### src/logic/sdc_pkg.sv
// Package of shared constants for the synthesizer control link
package sdc_pkg;
	localparam int WORD_W = 24;
	localparam logic [1:0] SEL_FBDIV = 2'h0;
	localparam logic [1:0] SEL_REFMOD = 2'h1;
	localparam logic [1:0] SEL_CTRL = 2'h2;
	// Control word field positions
	localparam int CTL_RESYNC_LSB = 12;
	localparam int CTL_DOUBLER = 11;
	localparam int CTL_PUMP_LSB = 7;
	localparam int CTL_POLARITY = 6;
	localparam int CTL_PRECISION = 5;
	localparam int CTL_PDOWN = 4;
	localparam int CTL_TRISTATE = 3;
	localparam int CTL_CRESET = 2;
	// Feedback divider field positions
	localparam int FB_FRACTIONAL_NUMERATOR_LSB = 2;
	localparam int FB_INT_LSB = 14;
	localparam int FB_FASTLOCK = 23;
	// Reference divider field positions
	localparam int RM_VAL_LSB = 2;
	localparam int RM_R_LSB = 14;
	localparam int RM_MON_LSB = 20;
	localparam int RM_LOAD = 23;
	// Lock detect thresholds
	localparam logic [5:0] LOCK_RUN_LONG = 6'h28;
	localparam logic [5:0] LOCK_RUN_SHORT = 6'h18;
	localparam int PHASE_GOOD_NS = 15;
	localparam int PHASE_BAD_NS = 30;
	// Pump multiplier in fast lock and in normal operation
	localparam logic [4:0] PUMP_FAST = 5'h10;
	localparam logic [4:0] PUMP_NORMAL = 5'h01;
	// Host wishbone register offsets, serial clock half period and bit count start
	localparam logic [3:0] A_DATA = 4'h0;
	localparam logic [3:0] A_CMD = 4'h4;
	localparam logic [3:0] A_STAT = 4'h8;
	localparam logic [3:0] A_CLR = 4'hC;
	localparam logic [2:0] A_IEN_W = 3'h4;
	localparam logic [7:0] CLK_HALF = 8'h04;
	localparam logic [4:0] BIT_CNT_INIT = 5'h17;
endpackage : sdc_pkg

### src/logic/sdc_link_if.sv
// Three-wire serial link between host and synthesizer
`timescale 1ns/1ns
interface sdc_link_if;
	logic sclk;
	logic sdata;
	logic le;
	logic lock;
	modport host (output sclk, output sdata, output le, input lock);
	modport dev (input sclk, input sdata, input le, output lock);
endinterface : sdc_link_if

### src/logic/sdc_lock_det.sv
// Digital lock detector counted in comparator cycles
`timescale 1ns/1ns
module sdc_lock_det (
	input wire logic clk_i,
	input wire logic rst_i,
	input wire logic cmp_tick_i,
	input wire logic [7:0] err_ns_i,
	input wire logic long_run_i,
	input wire logic clear_i,
	output logic lock_o
);
	logic [5:0] run_r;
	logic [5:0] need;
	assign need = long_run_i ? sdc_pkg::LOCK_RUN_LONG
		: sdc_pkg::LOCK_RUN_SHORT;
	// Count good cycles, drop lock on large error
	always_ff @(posedge clk_i) begin
		if (rst_i || clear_i) begin
			run_r <= 6'h00;
			lock_o <= 1'b0;
		end else if (cmp_tick_i) begin
			if (err_ns_i < 8'(sdc_pkg::PHASE_GOOD_NS)) begin
				if (run_r != need)
					run_r <= run_r + 6'h01;
				if (run_r + 6'h01 >= need)
					lock_o <= 1'b1;
			end else begin
				run_r <= 6'h00;
			end
			if (err_ns_i > 8'(sdc_pkg::PHASE_BAD_NS))
				lock_o <= 1'b0;
		end
	end
endmodule : sdc_lock_det

### src/logic/sdc_device.sv
// Synthesizer end: serial register bank and lock detect
`timescale 1ns/1ns
module sdc_device (
	input wire logic clk_i,
	input wire logic rst_i,
	sdc_link_if.dev link,
	input wire logic cmp_tick_i,
	input wire logic [7:0] err_ns_i,
	output logic [15:0] ctrl_o,
	output logic [8:0] int_val_o,
	output logic [11:0] fractional_numerator_o,
	output logic [11:0] modulus_o,
	output logic [3:0] ref_div_o,
	output logic prescaler_o,
	output logic [2:0] monitor_output_select_o,
	output logic [4:0] pump_mult_o,
	output logic wide_band_o,
	output logic counters_hold_o,
	output logic pump_tristate_o,
	output logic lock_o
);
	logic [2:0] sclk_s;
	logic [2:0] sdata_s;
	logic [2:0] le_s;
	logic [23:0] shift_r;
	logic [23:0] fb_r;
	logic [23:0] rm_r;
	logic [11:0] mod_pend_r;
	logic [11:0] timer_r;
	logic [11:0] fl_cnt_r;
	logic fl_active_r;
	logic latch;
	logic fb_wr;
	logic pdown;
	logic lock_raw;
	logic cnt_reset;
	logic pump_off;
	logic fine_lock;

	// Pin synchronisers; stages 0 and 1 tame metastability,
	// stage 2 delays stage 1 for the edge detectors and is the data bit shifted in
	always_ff @(posedge clk_i) begin
		if (rst_i) begin
			sclk_s <= 3'h0;
			sdata_s <= 3'h0;
			le_s <= 3'h0;
		end else begin
			sclk_s <= {sclk_s[1:0], link.sclk};
			sdata_s <= {sdata_s[1:0], link.sdata};
			le_s <= {le_s[1:0], link.le};
		end
	end

	// Latch strobe and divider-write decode
	assign latch = le_s[1] && !le_s[2];
	assign fb_wr = latch && shift_r[1:0] == sdc_pkg::SEL_FBDIV;

	// Control word bits that steer the synthesizer core
	assign pdown = ctrl_o[sdc_pkg::CTL_PDOWN];
	assign cnt_reset = ctrl_o[sdc_pkg::CTL_CRESET];
	assign pump_off = ctrl_o[sdc_pkg::CTL_TRISTATE];
	assign fine_lock = ctrl_o[sdc_pkg::CTL_PRECISION];

	// Shift in on rising clock, MSB first; runs in power-down
	always_ff @(posedge clk_i) begin
		if (rst_i)
			shift_r <= 24'h000000;
		else if (sclk_s[1] && !sclk_s[2])
			shift_r <= {shift_r[22:0], sdata_s[2]};
	end

	// Register latch on the rising edge of load enable
	// Only the selected register moves; select 11 is not held here
	always_ff @(posedge clk_i) begin
		if (rst_i) begin
			ctrl_o <= 16'h0000;
			fb_r <= 24'h000000;
			rm_r <= 24'h000000;
			mod_pend_r <= 12'h000;
			timer_r <= 12'h000;
		end else if (latch) begin
			unique case (shift_r[1:0])
				sdc_pkg::SEL_FBDIV: fb_r <= shift_r;
				sdc_pkg::SEL_REFMOD: begin
					rm_r <= shift_r;
					if (shift_r[sdc_pkg::RM_LOAD])
						timer_r <= shift_r[sdc_pkg::RM_VAL_LSB +: 12];
					else
						mod_pend_r <= shift_r[sdc_pkg::RM_VAL_LSB +: 12];
				end
				sdc_pkg::SEL_CTRL: ctrl_o <= shift_r[15:0];
				default: ;
			endcase
		end
	end

	// Double-buffered modulus moves on a divider write
	// Pending value waits so that the ratio changes in one step
	always_ff @(posedge clk_i) begin
		if (rst_i)
			modulus_o <= 12'h000;
		else if (fb_wr)
			modulus_o <= mod_pend_r;
	end

	// Feedback divider fields
	always_ff @(posedge clk_i) begin
		if (rst_i) begin
			int_val_o <= 9'h000;
			fractional_numerator_o <= 12'h000;
		end else begin
			int_val_o <= fb_r[sdc_pkg::FB_INT_LSB +: 9];
			fractional_numerator_o <= fb_r[sdc_pkg::FB_FRACTIONAL_NUMERATOR_LSB +: 12];
		end
	end

	// Reference divider fields; a timer load rewrites these too
	always_ff @(posedge clk_i) begin
		if (rst_i) begin
			ref_div_o <= 4'h0;
			prescaler_o <= 1'b0;
			monitor_output_select_o <= 3'h0;
		end else begin
			ref_div_o <= rm_r[sdc_pkg::RM_R_LSB +: 4];
			prescaler_o <= rm_r[sdc_pkg::RM_R_LSB + 4];
			monitor_output_select_o <= rm_r[sdc_pkg::RM_MON_LSB +: 3];
		end
	end

	// Fast-lock timer counts comparator cycles after a divider write
	// A zero timer would wrap and run 4096 comparator cycles, so it leaves fast lock off
	always_ff @(posedge clk_i) begin
		if (rst_i || pdown) begin
			fl_active_r <= 1'b0;
			fl_cnt_r <= 12'h000;
		end else if (fb_wr) begin
			fl_active_r <= shift_r[sdc_pkg::FB_FASTLOCK] && timer_r != 12'h000;
			fl_cnt_r <= timer_r;
		end else if (fl_active_r && cmp_tick_i) begin
			fl_cnt_r <= fl_cnt_r - 12'h001;
			if (fl_cnt_r == 12'h001)
				fl_active_r <= 1'b0;
		end
	end

	// Pump current multiplier and loop bandwidth
	always_ff @(posedge clk_i) begin
		if (rst_i) begin
			pump_mult_o <= sdc_pkg::PUMP_NORMAL;
			wide_band_o <= 1'b0;
		end else begin
			pump_mult_o <= fl_active_r ? sdc_pkg::PUMP_FAST
				: sdc_pkg::PUMP_NORMAL;
			wide_band_o <= fl_active_r;
		end
	end

	// Counter hold and pump three-state; power-down forces both
	always_ff @(posedge clk_i) begin
		if (rst_i) begin
			counters_hold_o <= 1'b1;
			pump_tristate_o <= 1'b1;
		end else begin
			counters_hold_o <= pdown || cnt_reset;
			pump_tristate_o <= pdown || pump_off;
		end
	end

	// Lock indication to the core and back over the link
	always_ff @(posedge clk_i) begin
		if (rst_i) begin
			lock_o <= 1'b0;
			link.lock <= 1'b0;
		end else begin
			lock_o <= lock_raw;
			link.lock <= lock_raw;
		end
	end

	// Lock detector; a new channel or power-down restarts it
	sdc_lock_det u_lock (
		.clk_i(clk_i),
		.rst_i(rst_i),
		.cmp_tick_i(cmp_tick_i),
		.err_ns_i(err_ns_i),
		.long_run_i(fine_lock),
		.clear_i(pdown || fb_wr),
		.lock_o(lock_raw)
	);
endmodule : sdc_device

### src/flat_wrapper.sv
// flat-port wrapper written by rule: the top's interface ports become plain ports
module sdc_device_flat 
  (clk_i, rst_i, cmp_tick_i, err_ns_i, ctrl_o, int_val_o, fractional_numerator_o, modulus_o, ref_div_o, prescaler_o, monitor_output_select_o, pump_mult_o, wide_band_o, counters_hold_o, pump_tristate_o, lock_o, link_sclk, link_sdata, link_le, link_lock);
  sdc_link_if link_i ();
  input wire logic clk_i;
  input wire logic rst_i;
  input wire logic cmp_tick_i;
  input wire logic [7:0] err_ns_i;
  output logic [15:0] ctrl_o;
  output logic [8:0] int_val_o;
  output logic [11:0] fractional_numerator_o;
  output logic [11:0] modulus_o;
  output logic [3:0] ref_div_o;
  output logic prescaler_o;
  output logic [2:0] monitor_output_select_o;
  output logic [4:0] pump_mult_o;
  output logic wide_band_o;
  output logic counters_hold_o;
  output logic pump_tristate_o;
  output logic lock_o;
  input wire logic [$bits(link_i.sclk)-1:0] link_sclk;
  input wire logic [$bits(link_i.sdata)-1:0] link_sdata;
  input wire logic [$bits(link_i.le)-1:0] link_le;
  output wire logic [$bits(link_i.lock)-1:0] link_lock;
  assign link_i.sclk = link_sclk;
  assign link_i.sdata = link_sdata;
  assign link_i.le = link_le;
  assign link_lock = link_i.lock;
  sdc_device u_core (.clk_i(clk_i), .rst_i(rst_i), .link(link_i), .cmp_tick_i(cmp_tick_i), .err_ns_i(err_ns_i), .ctrl_o(ctrl_o), .int_val_o(int_val_o), .fractional_numerator_o(fractional_numerator_o), .modulus_o(modulus_o), .ref_div_o(ref_div_o), .prescaler_o(prescaler_o), .monitor_output_select_o(monitor_output_select_o), .pump_mult_o(pump_mult_o), .wide_band_o(wide_band_o), .counters_hold_o(counters_hold_o), .pump_tristate_o(pump_tristate_o), .lock_o(lock_o));
endmodule
### config.mk
export PLATFORM = sky130hd
export DESIGN_NAME = sdc_device_flat
export DESIGN_NICKNAME = d
export VERILOG_FILES = /design/src/logic/sdc_pkg.sv /design/src/logic/sdc_link_if.sv /design/src/logic/sdc_lock_det.sv /design/src/logic/sdc_device.sv /design/src/flat_wrapper.sv
export SDC_FILE = /design/constraint.sdc
export NUM_CORES = 1
export LEC_CHECK = 0
export BUFFER_PORTS_ARGS = -buffer_cell sky130_fd_sc_hd__buf_2
export CAP_MARGIN = 40
export CORE_UTILIZATION = 60
export CTS_CLUSTER_SIZE = 10
export DETAILED_ROUTE_END_ITERATION = 16
export GPL_ROUTABILITY_DRIVEN = 0
export HOLD_SLACK_MARGIN = 0.03
export PLACE_DENSITY = 0.8
export SYNTH_ARGS = -nofsm -noshare
export SYNTH_HDL_FRONTEND = slang
export SYNTH_SLANG_ARGS = --single-unit
### constraint.sdc
create_clock -name clk_i -period 3.5 [get_ports clk_i]
set_clock_uncertainty 0.15 [all_clocks]
set_input_delay 0 -clock clk_i [delete_from_list [all_inputs] [get_ports clk_i]]
set_output_delay 0 -clock clk_i [all_outputs]
set_load 0.03 [all_outputs]
==> report_table.html <==
<table>
<tr><th>Metric</th><th>Value</th></tr>
<tr><th colspan="2">Status</th></tr>
<tr><td>Status</td><td>finished, final reports clean</td></tr>
<tr><th colspan="2">Placement</th></tr>
<tr><td>Number of cells in the design after placement</td><td>878</td></tr>
<tr><td>Worst slack, placed</td><td>1.51 ns</td></tr>
<tr><td>Half-perimeter wire length of the detailed placement result</td><td>8410 um</td></tr>
<tr><td>Number of port buffers</td><td>77</td></tr>
<tr><th colspan="2">Finish</th></tr>
<tr><td>Area growth from synthesis to layout</td><td>17.7%</td></tr>
<tr><td>Final core utilization</td><td>72.9%</td></tr>
<tr><td>Commonest cells after routing, fill and taps aside</td><td>sky130_fd_sc_hd__nand2_1, sky130_fd_sc_hd__dfxtp_1, sky130_fd_sc_hd__a21oi_1, sky130_fd_sc_hd__buf_2, sky130_fd_sc_hd__nor2b_1</td></tr>
<tr><td>Antenna diode count</td><td>0</td></tr>
<tr><td>Share of cells above drive strength 1</td><td>15.0%</td></tr>
<tr><td>Non-filler instance count after layout</td><td>920</td></tr>
<tr><td>Net count reported at finish</td><td>799</td></tr>
<tr><td>Commonest non-fill, non-tap cell in the layout</td><td>sky130_fd_sc_hd__nand2_1</td></tr>
<tr><th colspan="2">Global routing</th></tr>
<tr><td>Maximum number of pins on one net before global-route repair</td><td>87</td></tr>
<tr><td>Antenna violations before repair</td><td>0</td></tr>
<tr><td>Global-route wire length before repair</td><td>21900 um</td></tr>
<tr><td>Global-route usage over all layers</td><td>27.1%</td></tr>
<tr><td>Remaining Overflow, GRT</td><td>0</td></tr>
<tr><td>Via count of the first global-routing pass</td><td>4665</td></tr>
<tr><th colspan="2">Critical path</th></tr>
<tr><td>WS Path Type</td><td>reg2reg</td></tr>
<tr><td>CP Data Required Time</td><td>3.76 ns</td></tr>
<tr><td>Logic depth of the worst setup path including buffers</td><td>7</td></tr>
<tr><td>Maximum fanout along the worst path</td><td>32</td></tr>
<tr><td>Nature of the critical path endpoint</td><td>register</td></tr>
<tr><td>Worst reg-to-reg path cell count</td><td>7</td></tr>
<tr><td>Cell family with the largest share of critical-path delay</td><td>simple AND/OR/NAND/NOR gates</td></tr>
<tr><td>Number of buffers and inverters on the critical path</td><td>2</td></tr>
<tr><td>Slowest stage cell, crit path</td><td>sky130_fd_sc_hd__or3_2</td></tr>
<tr><td>Setup crit start kind</td><td>register</td></tr>
<tr><td>Data arrival time of the critical path</td><td>3.41 ns</td></tr>
<tr><td>Max stage delay on crit path</td><td>0.73 ns</td></tr>
<tr><td>Most repeated library cell on the critical path</td><td>sky130_fd_sc_hd__dlygate4sd3_1</td></tr>
<tr><td>Critical-path cell list</td><td>nand2b_1 &gt; or3_2 &gt; nand2_1 &gt; a21oi_1 &gt; dlygate4sd3_1 &gt; o21a_1 &gt; dlygate4sd3_1</td></tr>
<tr><th colspan="2">Yosys</th></tr>
<tr><td>Flip-flop and latch count after synthesis</td><td>168</td></tr>
<tr><td>Post-synth top area share</td><td>55.5%</td></tr>
<tr><td>Count of yosys warnings during synthesis</td><td>0</td></tr>
<tr><td>Number of cells produced by synthesis</td><td>710</td></tr>
<tr><td>Cell taking the most area after synthesis</td><td>sky130_fd_sc_hd__dfxtp_1</td></tr>
<tr><td>Cell variety after synth</td><td>47</td></tr>
<tr><td>Share of synthesized area occupied by flip-flops and latches</td><td>55.5%</td></tr>
<tr><td>Synthesized area per cell</td><td>8.53 um^2</td></tr>
<tr><td>Ranking of synthesized cells by area</td><td>sky130_fd_sc_hd__dfxtp_1, sky130_fd_sc_hd__nand2_1, sky130_fd_sc_hd__a21oi_1</td></tr>
<tr><td>Cell Area, Synth</td><td>6050 um^2</td></tr>
<tr><th colspan="2">Floorplan</th></tr>
<tr><td>Horizontal die dimension</td><td>102 um</td></tr>
<tr><td>Starting density of the core</td><td>61.9%</td></tr>
<tr><td>Die Y-Extent</td><td>102 um</td></tr>
<tr><td>I/O pins</td><td>81</td></tr>
<tr><td>Overall die area</td><td>10500 um^2</td></tr>
<tr><td>Number of standard-cell rows in the floorplan</td><td>36</td></tr>
<tr><td>Core region area</td><td>9770 um^2</td></tr>
<tr><th colspan="2">Power and ir drop</th></tr>
<tr><td>Clock share of power</td><td>44.4%</td></tr>
<tr><td>Net load switching power</td><td>758 uW</td></tr>
<tr><td>LEAKAGE</td><td>0.00272 uW</td></tr>
<tr><td>Internal power of the cells</td><td>2940 uW</td></tr>
<tr><td>Net switching fraction of the power</td><td>20.5%</td></tr>
<tr><td>Power density relative to cell area</td><td>519 nW/um^2</td></tr>
<tr><td>Gate power share</td><td>3.3%</td></tr>
<tr><td>Worst supply voltage drop on vdd</td><td>0.371 mV</td></tr>
<tr><td>Seq pwr share</td><td>52.3%</td></tr>
<tr><th colspan="2">Clock tree</th></tr>
<tr><td>Count of hold buffers inserted by post-cts repair</td><td>15</td></tr>
<tr><td>TritonCTS sink count</td><td>168</td></tr>
<tr><td>Total CTS buffers</td><td>17</td></tr>
<tr><td>Buffer levels on the longest clock path</td><td>2</td></tr>
<tr><td>Clock root buffer master</td><td>sky130_fd_sc_hd__clkbuf_8</td></tr>
<tr><td>Clock latency of the later-clocked register in the worst-skew pair</td><td>0.52 ns</td></tr>
<tr><td>Number of buffers inserted to repair setup after CTS</td><td>0</td></tr>
<tr><td>Clock-pin slew on the worst setup and hold paths</td><td>0.06 ns</td></tr>
<tr><td>Resized Gates After CTS</td><td>0</td></tr>
<tr><td>Clock tree from TritonCTS</td><td>yes</td></tr>
<tr><td>H-tree lvl count</td><td>4</td></tr>
<tr><th colspan="2">Timing</th></tr>
<tr><td>Final slew viol count</td><td>0</td></tr>
<tr><td>Slew @ Worst Pin</td><td>0.819 ns</td></tr>
<tr><td>Final worst-path setup slack</td><td>0.342 ns</td></tr>
<tr><td>Maximum frequency from static timing analysis</td><td>0.317 GHz</td></tr>
<tr><td>Post-layout minimum cycle time</td><td>3.16 ns</td></tr>
<tr><td>Max-slew headroom</td><td>45.4%</td></tr>
<tr><td>RSZ-0062 raised after global routing</td><td>no</td></tr>
<tr><td>Share of the clock period used by the worst path</td><td>90.2%</td></tr>
<tr><td>Count of final hold-check violations</td><td>0</td></tr>
<tr><td>Count of final setup violators</td><td>0</td></tr>
<tr><td>Final setup TNS</td><td>0 ns</td></tr>
<tr><th colspan="2">Routing</th></tr>
<tr><td>Final routed wirelength across all metal layers</td><td>13500 um</td></tr>
<tr><td>Via Count</td><td>4979</td></tr>
<tr><td>DRT Pass-1 Iters</td><td>5</td></tr>
<tr><td>Post-DRT Antenna Nets</td><td>0</td></tr>
<tr><td>Via-to-Cell Ratio</td><td>5.41</td></tr>
<tr><td>Iteration-0 DRC count of the detailed router</td><td>314</td></tr>
<tr><td>Detailed-route wire length per cell</td><td>14.6 um</td></tr>
<tr><td>Number of design rule violations left after detail routing</td><td>0</td></tr>
<tr><th colspan="2">Run</th></tr>
<tr><td>Max-cap violations</td><td>0</td></tr>
<tr><th colspan="2">Hold path</th></tr>
<tr><td>Min-delay worst type</td><td>reg2reg</td></tr>
<tr><td>Hold-critical path depth</td><td>1</td></tr>
</table>
## layer usage
layer / vias to the layer above / routed length, um / track usage, %
met4: 0 / 220 / 9.34
li1: 2444 / - / -
met2: 146 / 6860 / 46.6
met3: 25 / 587 / 5.54
met1: 2364 / 5800 / 33.7
met5: - / 0 / 0
## area by class of cell
| type | instances | area, um^2 |
|---|---|---|
| sequential | 168 | 3360 |
| fill | 730 | 2650 |
| multi-input combinational | 485 | 2440 |
| timing repair buffer | 98 | 611 |
| clock buffer | 22 | 463 |
| tap | 133 | 166 |
| clock inverter | 5 | 50.0 |
| inverter | 9 | 33.8 |
## per-stage QoR
stage	area [um^2]	hold WS, ns	power [uW]
3_3_place_gp	6420	0.0651	2070
2_1_floorplan	6060	-0.0218	2060
6_report	7130	0.286	3700
4_1_cts	7130	0.289	3710
5_1_grt	7130	0.317	3810
3_5_place_dp	6460	0.0660	2080
## state kept, by name, indices dropped and copies added, names as in the netlist, 2 cells and up
name / count
u_core.ref_div_o: 4
u_core.fl_cnt_r: 12
u_core.pump_mult_o: 2
u_core.timer_r: 12
u_core.fractional_numerator_o: 12
u_core.shift_r: 24
u_core.le_s: 3
u_core.sdata_s: 3
u_core.monitor_output_select_o: 3
u_core.int_val_o: 9
u_core.rm_r: 8
u_core.ctrl_o: 16
u_core.u_lock.run_r: 6
u_core.mod_pend_r: 12
u_core.fb_r: 21
u_core.sclk_s: 3
u_core.modulus_o: 12
## cell families (layout without fill, tap and decap cells)
group           Yosys count  in the layout  share of synthesized area, %
fa+ha+maj                 6              6                          1.24
simple gates            320            320                          24.4
other cells               1              3                        0.0619
compound gates          143            143                          12.4
buf+inv                  59            134                          4.38
flops                   168            168                          55.5
xor+xnor                 13             13                          1.88
## path summary, 6_finish.rpt
| kind | startpoint | to | slack, ns |
|---|---|---|---|
| hold / removal | u_core.sdata_s[0]$_SDFF_PP0_ | u_core.sdata_s[1]$_SDFF_PP0_ | 0.29 |
| hold reg to reg | u_core.sdata_s[0]$_SDFF_PP0_ | u_core.sdata_s[1]$_SDFF_PP0_ | 0.29 |
| setup reg to reg | u_core.le_s[2]$_SDFF_PP0_ | u_core.u_lock.lock_o$_SDFFE_PP0P_ | 0.34 |
| setup / recovery | u_core.le_s[2]$_SDFF_PP0_ | u_core.u_lock.lock_o$_SDFFE_PP0P_ | 0.34 |
## power groups by stage
stage,combinational (uW),sequential (uW),clock [uW]
floorplan,79.9,1980,0
global placement,100,1970,0
detailed placement,108,1980,0
CTS,120,1930,1660
global route,134,1930,1750
finish,123,1930,1640
## Yosys cell counts, drive strengths merged
master and instances:
a211oi 5, a21boi 1, a21oi 118, a22oi 1, a311oi 1, a31o 1
a41oi 1, and2 3, and3 2, buf 19, clkbuf 31, conb 1
dfxtp 168, ha 6, inv 9, nand2 220, nand2b 3, nand3 6
nand3b 4, nand4 2, nand4b 1, nor2 14, nor2b 41, nor3 6
nor3b 2, nor4 5, o211ai 1, o21a 1, o21ai 12, o41ai 1
or2 2, or3 4, or3b 2, or4 3, xnor2 6, xor2 7
(Power assumes the default switching activity.)
